## src/core/srw_regs.svh

```systemverilog
// srw_regs.svh: timing counts and widths for the supervisor block
// assumes a 100 MHz core clock; included by the design
`ifndef SRW_REGS_SVH
`define SRW_REGS_SVH
`define SRW_CLK_HZ            100000000
`define SRW_TICK_HZ           1000
`define SRW_PRESCALE          (`SRW_CLK_HZ / `SRW_TICK_HZ)
`define SRW_PURST_MS          200
`define SRW_WDOG_MS           1600
`define SRW_PROG_MS           10
`define SRW_GLITCH_NS         100
`define SRW_CLK_NS            10
`define SRW_GLITCH_CYC        ((`SRW_GLITCH_NS + `SRW_CLK_NS - 1) / `SRW_CLK_NS)
`define SRW_SETTLE_CYC        (`SRW_GLITCH_CYC + 4)
`define SRW_RPD_US            5
`define SRW_RPD_CYC           ((`SRW_RPD_US * 1000) / `SRW_CLK_NS)
`endif

```

## src/core/srw_pkg.sv

```systemverilog
// srw_pkg.sv: types for the supervisor block
// assumes srw_regs.svh holds the numeric constants
`default_nettype none
package srw_pkg;
  typedef enum logic [1:0] {SRW_RUN, SRW_HOLD, SRW_TIMEOUT} srw_state_e;
  typedef logic [15:0] srw_ms_t;
endpackage
`default_nettype wire

```

## src/core/srw_supervisor.sv

```systemverilog
// srw_supervisor.sv: reset supervisor, watchdog and memory write gate
// assumes supply_good comes from an async comparator; pins are async
// Function
// RQ1: both resets asserted while supply below threshold, also at power-down
// RQ2: resets held for the power-up timeout after supply rises
// RQ3: after timeout the outputs stop driving; resistors set idle level
// RQ4: rising edge on the high reset pin restarts a full timeout
// RQ5: falling edge on the low reset pin restarts a full timeout
// RQ6: external reset level on either pin holds the reset condition
// RQ7: watchdog with no input transition for its period triggers reset
// RQ8: any watchdog input edge clears the count; host must toggle it
// RQ9: watchdog counter held at zero while reset asserted
// RQ10: reset input pulses up to the glitch width are ignored
// RQ11: output change starts within 5 us of threshold crossing
// RQ12: protect pin high makes the array read only
// RQ13: protect pin low allows normal reads and writes
// RQ14: supply below threshold inhibits every write
// RQ15: no access recognised and no acknowledge while reset active
// RQ16: internal program cycle of at most 10 ms disables the bus
// RQ17: host waits 1 ms after stable supply before any access
// RQ18: protected writes still acknowledge addresses, not first data byte
// RQ19: supply-good synchronised, timeouts counted by a prescaler
`include "srw_regs.svh"
`default_nettype none
module srw_supervisor #(
  parameter int unsigned PRESCALE   = `SRW_PRESCALE,
  parameter int unsigned PURST_MS   = `SRW_PURST_MS,
  parameter int unsigned WDOG_MS    = `SRW_WDOG_MS,
  parameter int unsigned PROG_MS    = `SRW_PROG_MS
) (
  input  wire logic clk,
  input  wire logic rst_n,
  input  wire logic supply_good,
  input  wire logic rst_hi_in,
  output logic      rst_hi_out,
  output logic      rst_hi_oe,
  input  wire logic rst_lo_n_in,
  output logic      rst_lo_n_out,
  output logic      rst_lo_n_oe,
  input  wire logic watchdog_kick_input,
  input  wire logic write_protect,
  input  wire logic mem_stop_write,
  input  wire logic mem_data_byte,
  output logic      mem_access_ok,
  output logic      mem_data_ack_ok,
  output logic      mem_write_ok,
  output logic      mem_busy
);
  import srw_pkg::*;

  localparam int unsigned GLITCH_CYC = `SRW_GLITCH_CYC;
  localparam int unsigned GW = $clog2(GLITCH_CYC + 2);
  localparam int unsigned PW = $clog2(PRESCALE + 1);

  // two-flop synchronisers for async pins
  logic [1:0] sup_sync_reg, hi_sync_reg, lo_sync_reg, wdi_sync_reg;
  logic [1:0] wp_sync_reg;
  logic [3:0] sync_next;
  logic [1:0] wp_next;
  always_comb begin
    sync_next = {supply_good, rst_hi_in, rst_lo_n_in, watchdog_kick_input};
    wp_next   = {wp_sync_reg[0], write_protect};
  end
  always_ff @(posedge clk) begin
    if (!rst_n) begin
      sup_sync_reg <= 2'h0;
      hi_sync_reg  <= 2'h0;
      lo_sync_reg  <= 2'h3;
      wdi_sync_reg <= 2'h0;
      wp_sync_reg  <= 2'h3;
    end else begin
      sup_sync_reg <= {sup_sync_reg[0], sync_next[3]}; // RQ19 RQ11
      hi_sync_reg  <= {hi_sync_reg[0], sync_next[2]};
      lo_sync_reg  <= {lo_sync_reg[0], sync_next[1]};
      wdi_sync_reg <= {wdi_sync_reg[0], sync_next[0]};
      wp_sync_reg  <= wp_next;
    end
  end
  logic sup_ok, hi_s, lo_n_s, wdi_s, wp_s;
  always_comb begin
    sup_ok = sup_sync_reg[1];
    hi_s   = hi_sync_reg[1];
    lo_n_s = lo_sync_reg[1];
    wdi_s  = wdi_sync_reg[1];
    wp_s   = wp_sync_reg[1];
  end

  // glitch filters on the reset pins; unfiltered edge detect on the watchdog line
  logic [GW-1:0] hi_cnt_reg, hi_cnt_next, lo_cnt_reg, lo_cnt_next;
  logic          hi_flt_reg, hi_flt_next, lo_flt_reg, lo_flt_next;
  logic          wdi_prev_reg;
  always_comb begin
    hi_cnt_next = '0;
    hi_flt_next = hi_flt_reg;
    if (hi_s != hi_flt_reg) begin
      if (hi_cnt_reg == GW'(GLITCH_CYC)) begin
        hi_flt_next = hi_s; // RQ10
      end else begin
        hi_cnt_next = hi_cnt_reg + GW'(1);
      end
    end
    lo_cnt_next = '0;
    lo_flt_next = lo_flt_reg;
    if (lo_n_s != lo_flt_reg) begin
      if (lo_cnt_reg == GW'(GLITCH_CYC)) begin
        lo_flt_next = lo_n_s; // RQ10
      end else begin
        lo_cnt_next = lo_cnt_reg + GW'(1);
      end
    end
  end
  always_ff @(posedge clk) begin
    if (!rst_n) begin
      hi_cnt_reg   <= '0;
      lo_cnt_reg   <= '0;
      hi_flt_reg   <= 1'b0;
      lo_flt_reg   <= 1'b1;
      wdi_prev_reg <= 1'b0;
    end else begin
      hi_cnt_reg   <= hi_cnt_next;
      lo_cnt_reg   <= lo_cnt_next;
      hi_flt_reg   <= hi_flt_next;
      lo_flt_reg   <= lo_flt_next;
      wdi_prev_reg <= wdi_s;
    end
  end

  // own drive reads back through the pin: masked while driven and settling
  localparam int unsigned SETTLE = `SRW_SETTLE_CYC;
  localparam int unsigned SW     = $clog2(SETTLE + 1);
  logic [SW-1:0] hi_set_reg, hi_set_next, lo_set_reg, lo_set_next;
  logic          ext_hi_reg, ext_hi_next, ext_lo_reg, ext_lo_next;
  logic hi_ext, lo_ext, hi_rise, lo_fall, wdi_edge, hi_mask, lo_mask;
  always_comb begin
    hi_mask     = rst_hi_oe || hi_set_reg != '0;
    lo_mask     = rst_lo_n_oe || lo_set_reg != '0;
    hi_ext      = hi_flt_next && !hi_mask; // RQ6
    lo_ext      = !lo_flt_next && !lo_mask; // RQ6
    hi_rise     = hi_flt_next && !hi_flt_reg && !hi_mask; // RQ4
    lo_fall     = !lo_flt_next && lo_flt_reg && !lo_mask; // RQ5
    wdi_edge    = wdi_s != wdi_prev_reg; // RQ8
    // with supply good, a pin the outside holds active is left undriven to see its release
    ext_hi_next = hi_ext && sup_ok;
    ext_lo_next = lo_ext && sup_ok;
    hi_set_next = rst_hi_oe ? SW'(SETTLE)
                            : hi_set_reg - SW'(hi_set_reg != '0);
    lo_set_next = rst_lo_n_oe ? SW'(SETTLE)
                              : lo_set_reg - SW'(lo_set_reg != '0);
  end
  always_ff @(posedge clk) begin
    if (!rst_n) begin
      hi_set_reg <= '0;
      lo_set_reg <= '0;
      ext_hi_reg <= 1'b0;
      ext_lo_reg <= 1'b0;
    end else begin
      hi_set_reg <= hi_set_next;
      lo_set_reg <= lo_set_next;
      ext_hi_reg <= ext_hi_next;
      ext_lo_reg <= ext_lo_next;
    end
  end

  // millisecond tick prescaler
  logic [PW-1:0] pre_reg, pre_next;
  logic          tick;
  always_comb begin
    tick     = pre_reg == PW'(PRESCALE - 1);
    pre_next = tick ? '0 : pre_reg + PW'(1); // RQ19
  end
  always_ff @(posedge clk) begin
    if (!rst_n) begin
      pre_reg <= '0;
    end else begin
      pre_reg <= pre_next;
    end
  end

  // reset state machine and watchdog
  srw_state_e st_reg, st_next;
  srw_ms_t    tmo_reg, tmo_next, wd_reg, wd_next;
  logic       rst_act;
  always_comb begin
    st_next  = st_reg;
    tmo_next = tmo_reg;
    wd_next  = wd_reg;
    unique case (st_reg)
      SRW_HOLD: begin
        tmo_next = '0;
        if (sup_ok && !hi_ext && !lo_ext) begin
          st_next = SRW_TIMEOUT;
        end
      end
      SRW_TIMEOUT: begin
        if (tick) begin
          tmo_next = tmo_reg + srw_ms_t'(1);
        end
        if (tick && tmo_reg == srw_ms_t'(PURST_MS - 1)) begin
          st_next = SRW_RUN; // RQ2
        end
      end
      SRW_RUN: begin
        if (wdi_edge) begin
          wd_next = '0; // RQ8
        end else if (tick) begin
          wd_next = wd_reg + srw_ms_t'(1);
        end
        if (!wdi_edge && tick && wd_reg == srw_ms_t'(WDOG_MS - 1)) begin
          st_next  = SRW_TIMEOUT; // RQ7
          tmo_next = '0;
        end
      end
    endcase
    if (hi_rise || lo_fall) begin
      st_next  = SRW_TIMEOUT; // RQ4 RQ5
      tmo_next = '0;
    end
    if (!sup_ok || hi_ext || lo_ext) begin
      st_next = SRW_HOLD; // RQ1 RQ6
    end
    if (st_next != SRW_RUN) begin
      wd_next = '0; // RQ9
    end
  end
  always_ff @(posedge clk) begin
    if (!rst_n) begin
      st_reg  <= SRW_HOLD;
      tmo_reg <= '0;
      wd_reg  <= '0;
    end else begin
      st_reg  <= st_next;
      tmo_reg <= tmo_next;
      wd_reg  <= wd_next;
    end
  end

  // open-drain drive: active level only
  always_comb begin
    rst_act      = st_reg != SRW_RUN;
    rst_hi_out   = 1'b1; // RQ3
    rst_hi_oe    = rst_act && !ext_hi_reg; // RQ6
    rst_lo_n_out = 1'b0;
    rst_lo_n_oe  = rst_act && !ext_lo_reg; // RQ6
  end

  // memory gating and internal program cycle
  logic          prog_reg, prog_next;
  srw_ms_t       prog_cnt_reg, prog_cnt_next;
  logic          gate;
  always_comb begin
    prog_next     = prog_reg;
    prog_cnt_next = prog_cnt_reg;
    gate          = !rst_act && !hi_ext && !lo_ext && sup_ok; // RQ15 RQ14
    if (prog_reg) begin
      if (tick) begin
        prog_cnt_next = prog_cnt_reg + srw_ms_t'(1);
      end
      if (tick && prog_cnt_reg == srw_ms_t'(PROG_MS - 1)) begin
        prog_next = 1'b0; // RQ16
      end
    end else if (mem_stop_write && gate && !wp_s) begin
      prog_next     = 1'b1; // RQ16
      prog_cnt_next = '0;
    end
  end
  always_ff @(posedge clk) begin
    if (!rst_n) begin
      prog_reg     <= 1'b0;
      prog_cnt_reg <= '0;
    end else begin
      prog_reg     <= prog_next;
      prog_cnt_reg <= prog_cnt_next;
    end
  end
  always_comb begin
    mem_busy        = prog_reg;
    mem_access_ok   = gate && !prog_reg; // RQ15 RQ16
    mem_write_ok    = mem_access_ok && !wp_s; // RQ12 RQ13 RQ14
    mem_data_ack_ok = mem_access_ok && !(wp_s && mem_data_byte); // RQ18
  end
endmodule // srw_supervisor
`default_nettype wire

```

## config.mk

```make
export PLATFORM = sky130hd
export DESIGN_NAME = srw_supervisor
export DESIGN_NICKNAME = d
export VERILOG_FILES = /design/src/core/srw_pkg.sv /design/src/core/srw_supervisor.sv
export VERILOG_INCLUDE_DIRS = /design/src /design/src/core
export SDC_FILE = /design/constraint.sdc
export NUM_CORES = 1
export LEC_CHECK = 0
export ABC_AREA = 1
export BUFFER_PORTS_ARGS = -buffer_cell sky130_fd_sc_hd__buf_2
export CORE_ASPECT_RATIO = 1.1
export CORE_MARGIN = 2
export CORE_UTILIZATION = 45
export DETAILED_ROUTE_END_ITERATION = 10
export PLACE_DENSITY = 0.66
export SYNTH_ARGS = -nofsm -noshare
export SYNTH_HDL_FRONTEND = slang
export SYNTH_SLANG_ARGS = --single-unit
```

## constraint.sdc

```tcl
create_clock -name clk -period 2.09 [get_ports clk]
set_input_delay 0.1045 -clock clk [delete_from_list [all_inputs] [get_ports clk]]
set_output_delay 0.1045 -clock clk [all_outputs]
set_load 0.005 [all_outputs]
```

==> summary.md <==
| Metric | Value |
|---|---|
| ANT cells | `0` |
| Crit path max fanout | `4` |
| Vias in the first global route | `between 4000 and 5000` |
| CP Data Required Time | `between 1.5 and 2 ns` |
| Width of the die | `106 um` |
| Clk pin slew, worst setup/hold paths | `0.07 ns` |
| Largest area contributor in the netlist | `dfxtp_1` |
| Die area | `between 10000 and 15000 um2` |
| Hold slack | `roughly 0.15 ns` |
| Kind of critical path | `reg -> out` |
| Layout cell share with drive strength beyond 1 | `10.1%` |
| Max clock buf depth | `2` |
| Post-DP HPWL | `7860 um` |
| Initial DRC Count | `180` |
| Register Area | `1980 um2` |
| Syn Inst Count | `748` |
| Final Skew | `0.00812 ns` |
| Post-synthesis sequential area ratio | `about two fifths` |
| GR Overflow Total | `0` |
| Clk Latency, worst-skew pair | `around 0.35 ns` |
| Min Tclk post-route | `1.97 ns` |
| Mapped Nets | `770` |
| Count of pins over their slew limit | `0` |
| Most common cell after layout, fill and taps aside | `nand2_1` |
| TritonCTS clock tree | `built` |
| Port Buffers | `14` |
| Element type at the critical path end | `output pin` |
| Placer Congestion | `~0.86` |
| DRT Pass-1 Iters | `4` |
| F_max | `0.507 GHz` |
| Initial antenna violation count | `0` |
| Die Ht | `117 um` |
| Leak | `2.15 nW` |
| Fin nets | `791` |
| Ys Warns | `0` |
| H-tree depth | `3` |
| CP arrival | `1.87 ns` |
| CTS Root Cell | `clkbuf_16` |
| Largest net degree at the start of global routing | `20` |
| Worst reg2reg path depth | `12` |
| Element type at the critical path start | `flop` |
| Avg Synthesized Cell Area | `slightly below 7 um2` |
| Pwr dens | `624 nW/um2` |
| Post-DRT Antenna Nets | `0` |
| Post-synth top area share | `38.1%` |
| Max cap viols | `0` |
| Global Route Usage Sum | `18.4%` |
| # fillers | `1142` |
| Io pins | `17` |
| Worst Hold Depth | `3` |
| Syn Std Cell Area | `5200 um2` |
| FF+latch count, synth | `99` |
| DR WL/cell | `11.9 um` |
| Routed WL | `10900 um` |
| Core region area | `~11000 um2` |
| Max FFs per register | `17` |
| Num Clock Sinks | `99` |
| Initial Util | `45.7%` |
| Total CTS buffers | `9` |
| Drt drc | `0` |
| Status | `complete, no violations` |
| Synth top area cells | `dfxtp_1 38%, nand2_1 11%, nor2_1 9.2%` |
| Area growth, synth to finish | `11.9%` |
| Library cells used by synthesis | `33` |
| Setup TNS | `0 ns` |
| Footprint of the multi-input gates | `about 2800 um2` |
| Via count | `around 4600` |
| Core Rows | `41` |
| Via/cell ratio | `between 5 and 6` |
| IR Drop Worst-Case VDD | `a little under 500 uV` |
| Fin crit share | `between 90% and 100%` |
| Final Hold Viols | `0` |
| Most frequent cells in the layout | `146 x nand2_1, 126 x nor2_1, 97 x dfxtp_1, 86 x inv_1, 55 x nand3_1` |
| Final Setup Violations | `0` |
| Tightest Hold Check Type | `in -> reg` |
| First-pass GRT wire length | `18400 um` |
## worst paths after layout
kind,start,to,slack (ns)
worst max-delay path,hi_cnt_reg[0],mem_data_ack_ok,0.12
worst min-delay path,rst_n,lo_flt_reg,0.15
worst max register to register,hi_cnt_reg[0],prog_cnt_reg[0],0.17
worst min register to register,sup_sync_reg[0],sup_sync_reg[1],0.41
## cell usage after synthesis
cell type and count:
nor4_1 7, clkbuf_1 9, and2_1 1, nand3_1 56, a31oi_1 2, buf_2 5
or2_2 6, nand4_4 1, nand4_1 17, nand2_1 151, a21oi_1 45, o21ai_0 13
xor2_1 40, o21ai_1 1, buf_4 3, nor3b_1 6, dfxtp_1 99, nand2_2 5
nor2_4 3, nor2_1 127, o21ai_2 1, mux2i_1 1, nor2_2 3, inv_1 87
xnor2_1 6, ha_1 13, nand3b_1 6, conb_1 2, nand3_2 3, nor3_1 23
buf_6 2, nand2_4 2, inv_2 2
## cell families (layout without fill, tap and decap cells)
| logic type | Yosys count | after routing | share of synthesized area [%] |
|---|---|---|---|
| AOI/OAI and AO/OA | 62 | 62 | 6.09 |
| adders and majority gates | 13 | 13 | 3.13 |
| other | 2 | 2 | 0.144 |
| muxes | 1 | 1 | 0.193 |
| DFF | 99 | 99 | 38.1 |
| buffers and inverters | 108 | 133 | 8.42 |
| xor gates and xnor gates | 46 | 46 | 7.75 |
| and+or+nand+nor | 417 | 417 | 36.2 |
## metal layers
metal	track usage, %	share of wire [%]	up-vias	wire, um
met5	0	0	-	0
met4	10.8	1.7	0	187
met3	3.18	2.6	16	285
met2	32.4	50	70	5480
met1	21.0	46	2119	4990
li1	-	-	2430	-
## report_power, final
group / total [mW] / switching (mW) / internal, mW / leakage, nW
registers: 1.93 / 0.0157 / 1.91 / 0.804
logic: 0.134 / 0.0856 / 0.0488 / 1.22
clock network: 1.57 / 0.760 / 0.813 / 0.122
## per-stage QoR
step	setup WS [ns]	util [%]	area, um2	power, mW	std cells
after floorplan	0.416	-	5200	2.06	748
after global placement	0.203	47.6	5420	2.09	902
after detailed placement	0.108	47.6	5420	2.09	902
after CTS	0.0638	50.5	5750	3.67	922
after global routing	-0.0300	51.1	5820	3.76	923
final	0.118	51.1	5820	3.63	923
## final cells by class
type / instances / area share, %
tap: 150 / 3.23
clock buffer: 9 / 3.87
inverter: 89 / 5.83
timing repair buffer: 29 / 3.36
multi-input combinational: 541 / 48.7
sequential: 99 / 34.1
clock inverter: 6 / 0.860
## worst max-delay path, cell delays in order, from the launching register on
cell	delay [ns]
dfxtp_2	0.33
inv_1	0.06
ha_2	0.19
nand3_2	0.10
nand2_2	0.09
nand2_1	0.06
nand2_2	0.09
nand2_2	0.07
nor2_4	0.19
nand2_2	0.11
a21oi_2	0.11
buf_2	0.12
## timing repair
item	CTS	global route
resized for setup	0	19
hold buffers	5	0
setup buffers	0	1
setup endpoints to repair	0	37
endpoints found under the hold margin	5	0
Note: power is estimated with default switching activity, not from simulation.
